## src/hw/ptprc_params.svh

```systemverilog
// constants of the time-clock rate and access-checksum register block
// assumes a single 100 mhz clock and a word-wide register access port
//
// Summary of operation
// - time advances period plus/minus rate each cycle
// - low-half write loads whole rate atomically
// - high holds bits 25:16, low 15:0
// - high bit 15: 0 adds, 1 subtracts
// - high bit 14: rate only while temporary
// - high bits 13:10 ignore writes, read zero
// - read sum folds every page read
// - reading read sum clears it, not folded
// - write-sum read data folds into read sum
// - write sum folds every page write
// - writes to checksum registers still fold
// - reading write sum returns it, then clears
// - frame accesses never fold, but reads clear
`ifndef PTPRC_PARAMS_SVH
`define PTPRC_PARAMS_SVH

// -------------------------------------------------------------------
// register offsets within the timing page
// -------------------------------------------------------------------
`define PTPRC_OFS_RATE_LOW   5'h18
`define PTPRC_OFS_RATE_HIGH  5'h19
`define PTPRC_OFS_RD_SUM     5'h1a
`define PTPRC_OFS_WR_SUM     5'h1b

// -------------------------------------------------------------------
// field positions of the high-half rate register
// -------------------------------------------------------------------
`define PTPRC_HI_DIR_BIT     15
`define PTPRC_HI_TMP_BIT     14
`define PTPRC_HI_MAG_MSB     9
`define PTPRC_RATE_W         26
`define PTPRC_HI_MAG_W       10

// -------------------------------------------------------------------
// reset values
// -------------------------------------------------------------------
`define PTPRC_RST_RATE_LOW   16'h0000
`define PTPRC_RST_RATE_HIGH  16'h0000
`define PTPRC_RST_SUM        16'h0000

// -------------------------------------------------------------------
// timing: reference period from the clock rate
// -------------------------------------------------------------------
`define PTPRC_CLK_MHZ        100
`define PTPRC_REF_PERIOD_NS  (1000 / `PTPRC_CLK_MHZ)

`endif

```

## src/hw/ptprc_pkg.sv

```systemverilog
// types shared by the rate and checksum block
// assumes the params header sits beside it
`include "ptprc_params.svh"

package ptprc_pkg;

    typedef logic [15:0]              ptprc_word_t;   // register word
    typedef logic [4:0]               ptprc_addr_t;   // page offset
    typedef logic [`PTPRC_RATE_W-1:0] ptprc_rate_t;   // rate magnitude

    // one's complement add with end-around carry
    function automatic ptprc_word_t ptprc_oc_add(input ptprc_word_t a,
                                                 input ptprc_word_t b);
        logic [16:0] s;
        s = {1'b0, a} + {1'b0, b};
        return s[15:0] + {15'h0000, s[16]};
    endfunction

endpackage

```

## src/hw/ptprc_rate_if.sv

```systemverilog
// carrier of the active rate from the register bank to the clock adder
// assumes both ends share sys_clk
interface ptprc_rate_if;
    import ptprc_pkg::*;

    ptprc_rate_t mag;   // active rate magnitude
    logic        dir;   // 1 subtracts
    logic        tmp;   // temporary rate in force

    modport src  (output mag, output dir, output tmp);
    modport sink (input  mag, input  dir, input  tmp);
endinterface

```

## src/hw/ptprc_clock_adder.sv

```systemverilog
// time clock accumulator: ns plus 32 fractional bits
// assumes the active rate changes only on whole-cycle boundaries
module ptprc_clock_adder
    import ptprc_pkg::*;
#(
    parameter int NS_W = 32
)(
    // clock and reset
    input  wire logic            sys_clk,
    input  wire logic            srst,
    // active rate
    ptprc_rate_if.sink           rate,
    input  wire logic            tmp_window_open,
    // time out
    output logic [NS_W-1:0]      time_ns,
    output logic [31:0]          time_frac
);

    // -------------------------------------------------------------------
    // elaboration check
    // -------------------------------------------------------------------
    generate
        if (NS_W < 8)
        begin : g_bad_width
            $error("ptprc_clock_adder: NS_W too small");
        end
    endgenerate

    localparam int TW = NS_W + 32;

    logic [TW-1:0] time_r;     // ns and fraction
    logic [TW-1:0] time_nxt;
    logic [TW-1:0] step;       // nominal period in 2^-32 ns
    logic [TW-1:0] adj;        // rate widened
    logic          apply;      // rate applied this cycle

    // -------------------------------------------------------------------
    // next time value
    // -------------------------------------------------------------------
    always_comb
    begin
        step  = {NS_W'(`PTPRC_REF_PERIOD_NS), 32'h0000_0000};
        adj   = TW'(rate.mag);
        // temporary rate only counts while its window is open
        apply = !rate.tmp || tmp_window_open;
        if (!apply)
        begin
            time_nxt = time_r + step;
        end
        else if (rate.dir)
        begin
            time_nxt = time_r + step - adj;
        end
        else
        begin
            time_nxt = time_r + step + adj;
        end
    end

    // time register
    always_ff @(posedge sys_clk)
    begin
        if (srst)
            time_r <= '0;
        else
            time_r <= time_nxt;
    end

    assign time_ns   = time_r[TW-1:32];
    assign time_frac = time_r[31:0];

endmodule // ptprc_clock_adder

```

## src/hw/ptprc_regs.sv

```systemverilog
// rate registers, access checksums and the time clock they steer
// assumes the management decoder presents one access per cycle,
// on sys_clk, with the page already resolved
`include "ptprc_params.svh"

module ptprc_regs
    import ptprc_pkg::*;
#(
    parameter int NS_W = 32
)(
    // clock and reset
    input  wire logic          sys_clk,
    input  wire logic          srst,
    // register access port
    input  wire logic          acc_valid,   // one-cycle access strobe
    input  wire logic          acc_write,   // 1 write, 0 read
    input  wire logic          acc_page,    // access targets timing page
    input  wire logic          acc_frame,   // access from a control frame
    input  wire ptprc_addr_t   acc_addr,
    input  wire ptprc_word_t   acc_wdata,
    input  wire ptprc_word_t   ext_rdata,   // other page registers
    output ptprc_word_t        rd_data,
    output logic               rd_valid,
    // temporary-rate duration logic
    input  wire logic          tmp_window_open,
    output logic               tmp_rate_start,
    output logic               rate_tmp_active,
    // time clock
    output logic [NS_W-1:0]    time_ns,
    output logic [31:0]        time_frac
);

    // -------------------------------------------------------------------
    // elaboration check
    // -------------------------------------------------------------------
    generate
        if (NS_W < 8)
        begin : g_bad_width
            $error("ptprc_regs: NS_W too small");
        end
    endgenerate

    // -------------------------------------------------------------------
    // state
    // -------------------------------------------------------------------
    ptprc_word_t  low_r,  low_nxt;     // rate low word, readable
    logic [`PTPRC_HI_MAG_W-1:0] hi_r, hi_nxt;   // staged high bits
    logic         dir_r,  dir_nxt;     // staged direction
    logic         tmp_r,  tmp_nxt;     // staged temporary flag
    ptprc_rate_t  amag_r, amag_nxt;    // active magnitude
    logic         adir_r, adir_nxt;    // active direction
    logic         atmp_r, atmp_nxt;    // active temporary flag
    logic         start_r, start_nxt;  // pulse on temporary load
    ptprc_word_t  rsum_r, rsum_nxt;    // read checksum
    ptprc_word_t  wsum_r, wsum_nxt;    // write checksum
    ptprc_word_t  rdat_r, rdat_nxt;    // registered read data
    logic         rval_r, rval_nxt;    // read answer strobe

    logic         pg_rd;               // page read this cycle
    logic         pg_wr;               // page write this cycle
    ptprc_word_t  rsel;                // data the read returns
    ptprc_word_t  hi_view;             // high register as read

    // -------------------------------------------------------------------
    // read data selection
    // -------------------------------------------------------------------
    always_comb
    begin
        hi_view = '0;
        hi_view[`PTPRC_HI_DIR_BIT] = dir_r;
        hi_view[`PTPRC_HI_TMP_BIT] = tmp_r;
        hi_view[`PTPRC_HI_MAG_MSB:0] = hi_r;
        pg_rd = acc_valid && acc_page && !acc_write;
        pg_wr = acc_valid && acc_page && acc_write;
        case (acc_addr)
            `PTPRC_OFS_RATE_LOW:  rsel = low_r;
            `PTPRC_OFS_RATE_HIGH: rsel = hi_view;
            `PTPRC_OFS_RD_SUM:    rsel = rsum_r;
            `PTPRC_OFS_WR_SUM:    rsel = wsum_r;
            default:              rsel = ext_rdata;   // rest of page
        endcase
    end

    // -------------------------------------------------------------------
    // rate registers: next values
    // -------------------------------------------------------------------
    // the high half only stages; nothing moves into the active rate
    // until the low half lands, so a half-written rate is never used
    always_comb
    begin
        low_nxt   = low_r;
        hi_nxt    = hi_r;
        dir_nxt   = dir_r;
        tmp_nxt   = tmp_r;
        amag_nxt  = amag_r;
        adir_nxt  = adir_r;
        atmp_nxt  = atmp_r;
        start_nxt = 1'b0;
        if (pg_wr && acc_addr == `PTPRC_OFS_RATE_HIGH)
        begin
            // bits 13:10 are dropped here
            dir_nxt = acc_wdata[`PTPRC_HI_DIR_BIT];
            tmp_nxt = acc_wdata[`PTPRC_HI_TMP_BIT];
            hi_nxt  = acc_wdata[`PTPRC_HI_MAG_MSB:0];
        end
        else if (pg_wr && acc_addr == `PTPRC_OFS_RATE_LOW)
        begin
            // host is expected to have written the high half first
            low_nxt   = acc_wdata;
            amag_nxt  = {hi_r, acc_wdata};
            adir_nxt  = dir_r;
            atmp_nxt  = tmp_r;
            start_nxt = tmp_r;
        end
    end

    // rate registers
    always_ff @(posedge sys_clk)
    begin
        if (srst)
        begin
            low_r   <= `PTPRC_RST_RATE_LOW;
            // only the magnitude bits of the reset word are kept here
            hi_r    <= `PTPRC_HI_MAG_W'(`PTPRC_RST_RATE_HIGH);
            dir_r   <= 1'b0;
            tmp_r   <= 1'b0;
            amag_r  <= '0;
            adir_r  <= 1'b0;
            atmp_r  <= 1'b0;
            start_r <= 1'b0;
        end
        else
        begin
            low_r   <= low_nxt;
            hi_r    <= hi_nxt;
            dir_r   <= dir_nxt;
            tmp_r   <= tmp_nxt;
            amag_r  <= amag_nxt;
            adir_r  <= adir_nxt;
            atmp_r  <= atmp_nxt;
            start_r <= start_nxt;
        end
    end

    // -------------------------------------------------------------------
    // checksums and read answer: next values
    // -------------------------------------------------------------------
    // frame accesses never fold but still clear on read; the clear of
    // one sum and the fold into the other happen in the same cycle
    always_comb
    begin
        rsum_nxt = rsum_r;
        wsum_nxt = wsum_r;
        rdat_nxt = rdat_r;
        rval_nxt = 1'b0;
        if (pg_rd)
        begin
            rdat_nxt = rsel;
            rval_nxt = 1'b1;
            if (acc_addr == `PTPRC_OFS_RD_SUM)
            begin
                rsum_nxt = `PTPRC_RST_SUM;
            end
            else if (!acc_frame)
            begin
                // includes the write-sum value being read out
                rsum_nxt = ptprc_oc_add(rsum_r, rsel);
            end
            if (acc_addr == `PTPRC_OFS_WR_SUM)
            begin
                wsum_nxt = `PTPRC_RST_SUM;
            end
        end
        else if (pg_wr && !acc_frame)
        begin
            // writes to either sum register still fold
            wsum_nxt = ptprc_oc_add(wsum_r, acc_wdata);
        end
    end

    // checksum registers; reset value is ours, software clears anyway
    always_ff @(posedge sys_clk)
    begin
        if (srst)
        begin
            rsum_r <= `PTPRC_RST_SUM;
            wsum_r <= `PTPRC_RST_SUM;
            rdat_r <= '0;
            rval_r <= 1'b0;
        end
        else
        begin
            rsum_r <= rsum_nxt;
            wsum_r <= wsum_nxt;
            rdat_r <= rdat_nxt;
            rval_r <= rval_nxt;
        end
    end

    // -------------------------------------------------------------------
    // time clock
    // -------------------------------------------------------------------
    ptprc_rate_if rate_link ();

    assign rate_link.mag = amag_r;
    assign rate_link.dir = adir_r;
    assign rate_link.tmp = atmp_r;

    ptprc_clock_adder #(
        .NS_W            (NS_W)
    ) u_adder (
        .sys_clk         (sys_clk),
        .srst            (srst),
        .rate            (rate_link.sink),
        .tmp_window_open (tmp_window_open),
        .time_ns         (time_ns),
        .time_frac       (time_frac)
    );

    // -------------------------------------------------------------------
    // outputs, all straight from flops
    // -------------------------------------------------------------------
    assign rd_data         = rdat_r;
    assign rd_valid        = rval_r;
    assign tmp_rate_start  = start_r;
    assign rate_tmp_active = atmp_r;

endmodule // ptprc_regs

```

## config.mk

```make
export PLATFORM = sky130hd
export DESIGN_NAME = ptprc_regs
export DESIGN_NICKNAME = d
export VERILOG_FILES = /design/src/hw/ptprc_pkg.sv /design/src/hw/ptprc_rate_if.sv /design/src/hw/ptprc_clock_adder.sv /design/src/hw/ptprc_regs.sv
export VERILOG_INCLUDE_DIRS = /design/src /design/src/hw
export SDC_FILE = /design/constraint.sdc
export NUM_CORES = 1
export LEC_CHECK = 0
export BUFFER_PORTS_ARGS = -buffer_cell sky130_fd_sc_hd__buf_2
export CAP_MARGIN = 25
export CORE_MARGIN = 5
export CORE_UTILIZATION = 58
export DETAILED_ROUTE_END_ITERATION = 10
export GPL_ROUTABILITY_DRIVEN = 0
export HOLD_SLACK_MARGIN = 0.02
export PLACE_DENSITY_LB_ADDON = 0.1
export SYNTH_ARGS = -nofsm -noshare
export SYNTH_HDL_FRONTEND = slang
export SYNTH_SLANG_ARGS = --single-unit
```

## constraint.sdc

```tcl
create_clock -name sys_clk -period 6.2 [get_ports sys_clk]
set_clock_uncertainty 0.05 [all_clocks]
set_input_delay 0.31 -clock sys_clk [delete_from_list [all_inputs] [get_ports sys_clk]]
set_output_delay 0.31 -clock sys_clk [all_outputs]
set_load 0.005 [all_outputs]
```

After elaboration in Yosys (flattened, before gate mapping)
Cells that the tools add are included.

Bits in registers: 170. Output and inout port bits: 83. Word-level logic and storage cells: 52.

$add $sub $neg: 7. Equality and inequality tests: 6. Multiplexer cells: 9. Bitwise gates (word level): 2. Reduce and logical (&&, ||, !) cells: 15.

Operators with widths (count): two-way mux 64 bit (2); two-way mux 16 bit (5); adder 64 x 26 -> 64 bit (1); adder 64 x 36 -> 64 bit, second input constant (1); case mux 16 bit (4 select lines) (1); subtractor 64 x 26 -> 64 bit (1); adder 16 x 16 -> 17 bit (2); adder 16 x 1 -> 16 bit (2); equality test 5 bit, second input constant (4); logical AND 1 bit (6); AND reduction 2 bit (3); inequality test 2 x 1 -> 1 bit, second input constant (2); zero test 1 bit (3); OR reduction 3 bit (1); inverter 1 bit (2); nonzero test 2 bit (1); logical OR 1 bit (1); two-way mux 1 bit (1).

Logic depth before layout (Yosys ltp)
Gate-level depths: netlist of the first run.

Depth in word-level cells: 6. Mapped depth: 24. Gate-level depth less buffers: 22.

Cells and area by module
From an unflattened synthesis of the first run, not the netlist that was laid out.

Cells, all modules: 1639. Area, all modules: 12772.2 sq um.

Modules (own cells, without submodules): ptprc_clock_adder (instances 1, cells each 978, area each 7015.5 sq um, seq. area each 1281.2 sq um); ptprc_regs (instances 1, cells each 661, area each 5756.8 sq um, seq. area each 1801.7 sq um).

Worst setup path after synthesis of the first run
Ideal clock, no wire load.

Path type: input port to flip-flop. From: in acc_addr[1]. To: reg rsum_r[15]. Setup time: 117 ps. Data arrival time: 4939 ps. Data required time: 6033 ps. Path slack: 1093 ps. Stages on the path: 24. Path buffers: 2. Path through: clkbuf_1 > buf_1 > mux4_2 > mux2_2 > ha_1 > inv_1 > fa_1 > nand2b_1 > a21oi_1 > o22ai_1 > o21ai_1 > o31ai_1 > o21ai_1 > a21o_1 > a21o_1 > ha_1 > nand2b_1 > nor2_1 > nand3_1 > nor4_2 > nand4_1 > nor2_1 > xnor3_1 > a32o_1.

Longest elaborated chain between the ends: 6. Elaborated cells on any way between the ends: 11. Classes of those cells: add/sub: 2; eq/ne: 5; mux: 3; reduce/logical: 1.

Ends and longest elaborated chain: from (decl) (line ptprc_regs.sv:19) `input wire ptprc_addr_t acc_addr,`; equality test 5 bit (line ptprc_regs.sv:75) `case (acc_addr)`; case mux 16 bit (4 select lines) (*) (line ptprc_regs.sv:75); named net rsel[0] (line ptprc_regs.sv:61) `ptprc_word_t rsel;`; adder 16 x 16 -> 17 bit (*) (line ptprc_pkg.sv:15) `s = {1'b0, a} + {1'b0, b};`; adder 16 x 1 -> 16 bit (*) (line ptprc_pkg.sv:16) `return s[15:0] + {15'h0000, s[16]};`; two-way mux 16 bit (*) (line ptprc_regs.sv:164) `else if (!acc_frame)`; two-way mux 16 bit (*) (line ptprc_regs.sv:160) `` if (acc_addr == `PTPRC_OFS_RD_SUM) ``; to (signal assigned) (line ptprc_regs.sv:186) `` rsum_r <= `PTPRC_RST_SUM; ``; to (signal assigned) (line ptprc_regs.sv:193) `rsum_r <= rsum_nxt;`; to (decl) (line ptprc_regs.sv:54) `ptprc_word_t rsum_r, rsum_nxt;`.

The timed path passes the listed nets; every way through them passes the cells marked *. The select of a mux whose other input is x is not followed. A chain may end at the register's enable or synchronous reset.

==> results.yml, run 1 <==
clock_tree:
  cts.sinks: 154
  clk_pin_slew_ns: 0.08
  cts_tree: "done"
  htree_levels: 4
  ctsResizeCount: 0
  insertion_delay_ns: 0.44
  cts_made_buffers: 17
  cts_setup_buffers: 0
  cts-root-buf: "clkbuf_16"
  postCtsHoldBufs: 0
  clk_path_buf_depth: 2
route:
  dr.first_iter.drc_count: 984
  vias: 12634
  routed_wl_um: 38080
  post_drt_wl_per_cell_um: 18.68
  viasPerCell: 6.196
  remaining_drc_errors: 0
  firstDrtPassIters: 5
  ant_nets: 0
placed_design:
  dpl.hpwl_um: 29230
  port_buffers: 126
floorplan:
  fp.dieH_um: 158.8
  rows: 54
  num_io_pins: 127
  chipWidth_um: 158.8
  dieArea_um2: 25210
  core_area_um2: 21820
  start_util_pct: 58.82
sta:
  fmax_mhz: 186.2
  finalHoldViolCount: 0
  slew_viol_final: 0
  fin_hold_ws_ns: 0.06532
  slew_headroom_pct: 41.52
  period_needed_ns: 5.370
  worst_pin_slew_ns: 0.8707
  fin_setup_tns_ns: 0
  rsz0062_at_grt: "false"
  period_share_pct: 86.61
  setup_viol: 0
logic_synthesis:
  synth.area.top_cells: "dfxtp_1 (24%), ha_1 (10%), xnor2_1 (7.1%)"
  avgSynthCellArea_um2: 7.655
  synthesis.nets: 1827
  synth_top_cell_by_area: "dfxtp_1"
  netlist_area_um2: 12840
  synth.distinct_cells: 81
  synth_enable_flop_cells: 0
  yosysSeqAreaShare_pct: 24.02
  async_flop_share_pct: 0
  synth-seq-cells: 154
  synthFlopType: "dfxtp_1"
  synth_warnings: 0
  yosysTopAreaCellShare_pct: 24.02
  syn_inst: 1677
critical_path:
  slowest_delay_ns: 0.69
  r2r_end: "u_adder.time_r[49]$_SDFF_PP0_"
  rr_worst_depth: 19
  crit_chain: "nor3_2, nand2_1, nor4_2, and3b_1, and3b_1, and3b_1, nor3b_1, ha_1, mux2i_1, ha_1, nand2_1, or3_1, a311oi_1, nor2_1, o21ai_1, a21oi_1, o21bai_1, nor4_1, a221o_1"
  r2r_start: "low_r[2]$_SDFFE_PP0P_"
  cpLargestDelayFamily: "simple AND/OR/NAND/NOR gates"
  cp.arrival_ns: 5.65
  critPathBufInv: 0
  cp_num_cells: 19
  required_ns: 6.48
  crit_path_start_kind: "flip-flop"
  crit_slowest_cell: "and3b_1"
  path_class: "flip-flop to flip-flop"
  r2r_slack_ns: 0.83
  cp_max_fo: 16
  crit_top_cell: "and3b_1"
  worst_setup_path_end_kind: "flip-flop"
layout:
  multi_input_area_um2: 9279
  drive_gt1_share_pct: 12.96
  syn2layout_area_growth_pct: 10.53
  nets: 1896
  antenna_cells: 0
  seqCellArea_um2: 3083
  fill_cells: 2007
flow_run:
  drv_cap: 0
global_route:
  grt_max_degree: 100
  overflow: 0
  track_usage_pct: 28.74
  antenna_found_initial: 0
  grt_pass1_vias: 11636
  grt_pass1_wl_um: 60790
power:
  p_leak_nw: 6.152
  switching_power_mw: 2.653
  clkPwrFrac_pct: 17.2
  p_int_mw: 3.237
  vdd_drop_max_mv: 0.2085
  swShare_pct: 45.04
  p_seq_share_pct: 22.6
  power.share.combinational_pct: 60.2
  p_per_area_nw_per_um2: 415.2
min_path:
  min_path_cells: 3
  whs_endpoint: "low_r[11]$_SDFFE_PP0P_"
  hp-class: "primary input to flip-flop"
  hold_path.startpoint: "acc_wdata[11]"
status:
  status: "completed"
## worst register-to-register path, cell delays in order, from the launching register on
cell and delay [ns]:
dfxtp_1 0.37, nor3_2 0.28, nand2_1 0.12, nor4_2 0.22
and3b_1 0.25, and3b_1 0.69, and3b_1 0.31, nor3b_1 0.23
ha_1 0.27, mux2i_1 0.14, ha_1 0.24, nand2_1 0.11
or3_1 0.40, a311oi_1 0.41, nor2_1 0.11, o21ai_1 0.35
a21oi_1 0.18, o21bai_1 0.20, nor4_1 0.06, a221o_1 0.27
## cells by family after synthesis
family | after synthesis | share of synthesized area, %
adders and majority gates | 106 | 10.51
AOI/OAI and AO/OA | 468 | 23.46
and+or+nand+nor | 614 | 22.25
xor gates and xnor gates | 152 | 10.48
muxes | 53 | 5.458
DFF | 154 | 24.02
buffers and inverters | 130 | 3.830
## worst max-delay path by stage
stage / startpoint / endpoint
final: low_r[2]$_SDFFE_PP0P_ / u_adder.time_r[49]$_SDFF_PP0_
after global routing: low_r[2]$_SDFFE_PP0P_ / u_adder.time_r[49]$_SDFF_PP0_
after CTS: low_r[2]$_SDFFE_PP0P_ / u_adder.time_r[61]$_SDFF_PP0_
after detailed placement: low_r[2]$_SDFFE_PP0P_ / u_adder.time_r[61]$_SDFF_PP0_
after global placement: low_r[2]$_SDFFE_PP0P_ / u_adder.time_r[61]$_SDFF_PP0_
after floorplan: acc_addr[1] / rsum_r[15]$_SDFFE_PP0P_
## synthesized netlist by cell type, types with 22 or more instances
master,instances
xnor2_1,104
nand2_1,216
a22oi_1,22
clkbuf_1,78
a21oi_1,162
a21o_1,68
nor3_1,37
ha_1,103
dfxtp_1,154
o21ai_0,42
o21ai_1,35
inv_1,38
nand3_1,33
xor2_1,47
nor2_1,184
mux2i_1,25
nand4_1,33
a211oi_1,25
## flip-flops by register name (all words and copies together) (netlist names)
register	flops
tmp_r	1
hi_r	10
dir_r	1
tmp_rate_start	1
rate_tmp_active	1
adir_r	1
rsum_r	16
u_adder.time_r	64
rd_data	16
amag_r	11
rd_valid	1
low_r	15
wsum_r	16
## cell type report
class | instances | share of cell area, %
clock buffers | 19 | 3.122
clock inverters | 13 | 0.7760
inverters | 38 | 1.005
multi-input cells | 1393 | 65.40
flip-flops and latches | 154 | 21.73
well taps | 280 | 2.469
repair buffers | 142 | 5.503
## per-layer routing
metal | global-route usage [%] | share of wire (%) | wire length [µm]
met5 | 0 | 0 | 0
met4 | 10.05 | 3.1 | 1175
met3 | 5.314 | 7.0 | 2652
met2 | 47.70 | 47 | 17930
met1 | 37.51 | 43 | 16320
## metrics by stage
| step | util (%) | setup WS, ns | total power [mW] | std cells | cell area [µm²] |
|---|---|---|---|---|---|
| after CTS | 64.85 | 0.8973 | 5.855 | 2037 | 14150 |
| after floorplan | - | 1.093 | 4.025 | 1677 | 12840 |
| after detailed placement | 62.32 | 0.9188 | 4.829 | 2005 | 13600 |
| after global placement | 62.25 | 1.041 | 4.789 | 2004 | 13590 |
| final | 65.02 | 0.8300 | 5.891 | 2039 | 14190 |
| after global routing | 65.02 | 0.4743 | 6.330 | 2039 | 14190 |
## placed cells by master, fill, tap and decap left out, types with 17 or more instances in the layout
master       n
buf_2      125
nand4_1     33
nand3_1     33
o21ai_0     41
a211oi_1    25
a22oi_1     22
a21o_1      68
nor2_1     184
dfxtp_1    154
xnor2_1    104
mux2i_1     25
nand2_1    216
clkbuf_16   17
ha_1       103
o21ai_1     36
a21oi_1    162
nand2b_1    19
xor2_1      47
nor3_1      37
inv_1       38
## power by group through the flow
stage / clock [mW] / sequential, mW / combinational [mW]
floorplan: 0 / 1.33 / 2.70
global placement: 0 / 1.35 / 3.44
detailed placement: 0 / 1.35 / 3.48
CTS: 1.02 / 1.33 / 3.50
global route: 1.06 / 1.35 / 3.92
finish: 1.01 / 1.33 / 3.55
Power figures use the tool's default switching activity.
==> run 2: changes to the inputs <==
--- a/config.mk
+++ b/config.mk
@@ -12,7 +12,7 @@
 export CORE_UTILIZATION = 58
 export DETAILED_ROUTE_END_ITERATION = 10
 export GPL_ROUTABILITY_DRIVEN = 0
-export HOLD_SLACK_MARGIN = 0.02
+export HOLD_SLACK_MARGIN = 0.1
 export PLACE_DENSITY_LB_ADDON = 0.1
 export SYNTH_ARGS = -nofsm -noshare
 export SYNTH_HDL_FRONTEND = slang
==> results.yml, run 2 (synthesis gave the netlist of run 1 again) <==
status:
  status: "completed"
sta:
  period_share_pct: 86.65
  fin_setup_tns_ns: 0
  timing.final.ws_setup_ns: 0.8278
  fmax_mhz: 186.1
  finalHoldViolCount: 0
  setup_viol: 0
  rsz0062_at_grt: "false"
  period_needed_ns: 5.372
  worst_pin_slew_ns: 0.8643
  slew_headroom_pct: 41.94
  slew_viol_final: 0
floorplan:
  dieArea_um2: 25210
  fp.dieH_um: 158.8
  core_area_um2: 21820
  rows: 54
  chipWidth_um: 158.8
  num_io_pins: 127
  start_util_pct: 58.82
clock_tree:
  cts.sinks: 154
  cts_made_buffers: 17
  cts_tree: "done"
  htree_levels: 4
  clk_pin_slew_ns: 0.07
  insertion_delay_ns: 0.44
  clk_path_buf_depth: 2
  postCtsHoldBufs: 6
  cts-root-buf: "clkbuf_16"
  cts_setup_buffers: 0
  ctsResizeCount: 0
placed_design:
  dpl.hpwl_um: 29230
  port_buffers: 126
  dpl_cell_area_um2: 13600
  dp_slack_ns: 0.9188
  dp.cells: 2005
critical_path:
  crit_top_cell: "and3b_1"
  required_ns: 6.48
  rr_worst_depth: 19
  cp_max_fo: 16
  crit_path_start_kind: "flip-flop"
  cp.arrival_ns: 5.65
  path_class: "flip-flop to flip-flop"
  worst_setup_path_end_kind: "flip-flop"
  crit_chain: "nor3_2, nand2_1, nor4_2, and3b_1, and3b_1, and3b_1, nor3b_1, ha_1, mux2i_1, ha_1, nand2_1, or3_1, a311oi_1, nor2_1, o21ai_1, a21oi_1, o21bai_1, nor4_1, a221o_1"
  slowest_delay_ns: 0.68
  crit_slowest_cell: "and3b_1"
layout:
  final_area_um2: 14250
  top_register: "u_adder.time_r"
  drive_gt1_share_pct: 12.92
  mostFrequentLayoutCell: "nand2_1"
  nets: 1902
  syn2layout_area_growth_pct: 10.99
  postLayoutCoreUtil_pct: 65.29
  stdcell_count: 2045
  largest_reg_flops: 64
  antenna_cells: 0
  final_cell_mix: "nand2_1 (216), nor2_1 (184), a21oi_1 (162)"
global_route:
  grt_pass1_wl_um: 60890
  antenna_found_initial: 0
  grt_pass1_vias: 11645
  overflow: 0
  grt_max_degree: 100
  track_usage_pct: 28.80
power:
  clkPwrFrac_pct: 17.2
  p_int_mw: 3.240
  power.share.combinational_pct: 60.2
  p_leak_nw: 6.177
  switching_power_mw: 2.653
  p_seq_share_pct: 22.6
  vdd_drop_max_mv: 0.2086
  swShare_pct: 45.02
  p_per_area_nw_per_um2: 413.6
min_path:
  hp-class: "primary input to flip-flop"
  min_path_cells: 3
flow_run:
  drv_cap: 0
route:
  viasPerCell: 6.166
  remaining_drc_errors: 0
  dr.first_iter.drc_count: 991
  firstDrtPassIters: 6
  post_drt_wl_per_cell_um: 18.63
  vias: 12610
  ant_nets: 0
  routed_wl_um: 38110
[run 2: worst max-delay path: cells and delay by family (launching register included)]
kind            cells  cell delay, ns
mux                 1            0.14
simple gates       11            2.76
flops               1            0.37
fa+ha+maj           2            0.51
compound gates      5            1.43
[run 2: per-stage QoR]
step	hold slack [ns]	power (mW)
2_1_floorplan	0.3890	4.025
3_3_place_gp	0.4095	4.789
3_5_place_dp	0.4132	4.829
4_1_cts	0.1024	5.858
5_1_grt	0.1057	6.333
6_report	0.1157	5.893
[run 2: final cells by class]
| type | instances | area, µm² |
|---|---|---|
| Clock inverter | 13 | 110.1 |
| Fill cell | 2001 | 7575 |
| Multi-Input combinational cell | 1393 | 9279 |
| Clock buffer | 19 | 442.9 |
| Inverter | 38 | 142.6 |
| Tap cell | 280 | 350.3 |
| Sequential cell | 154 | 3083 |
| Timing Repair Buffer | 148 | 840.8 |
[run 2: power by group through the flow]
| stage | Clock [mW] | Sequential [mW] | Combinational (mW) |
|---|---|---|---|
| 3_5_place_dp | 0 | 1.35 | 3.48 |
| 3_3_place_gp | 0 | 1.35 | 3.44 |
| 2_1_floorplan | 0 | 1.33 | 2.70 |
| 6_report | 1.01 | 1.33 | 3.55 |
| 5_1_grt | 1.06 | 1.35 | 3.92 |
| 4_1_cts | 1.02 | 1.33 | 3.50 |
[run 2: worst paths after layout]
| kind | to | slack, ns | start |
|---|---|---|---|
| setup reg to reg | u_adder.time_r[49]$_SDFF_PP0_ | 0.83 | low_r[2]$_SDFFE_PP0P_ |
| hold reg to reg | u_adder.time_r[10]$_SDFFE_PP0N_ | 0.42 | u_adder.time_r[10]$_SDFFE_PP0N_ |
| hold / removal | low_r[14]$_SDFFE_PP0P_ | 0.12 | acc_wdata[14] |
| setup / recovery | u_adder.time_r[49]$_SDFF_PP0_ | 0.83 | low_r[2]$_SDFFE_PP0P_ |
[run 2: layer usage]
metal / track usage (%) / part of all wire, % / vias to the layer above
li1: - / - / 6167
met1: 37.49 / 43 / 5909
met2: 47.95 / 47 / 443
met3: 5.314 / 7.0 / 91
met4: 10.05 / 3.4 / 0
met5: 0 / 0 / -
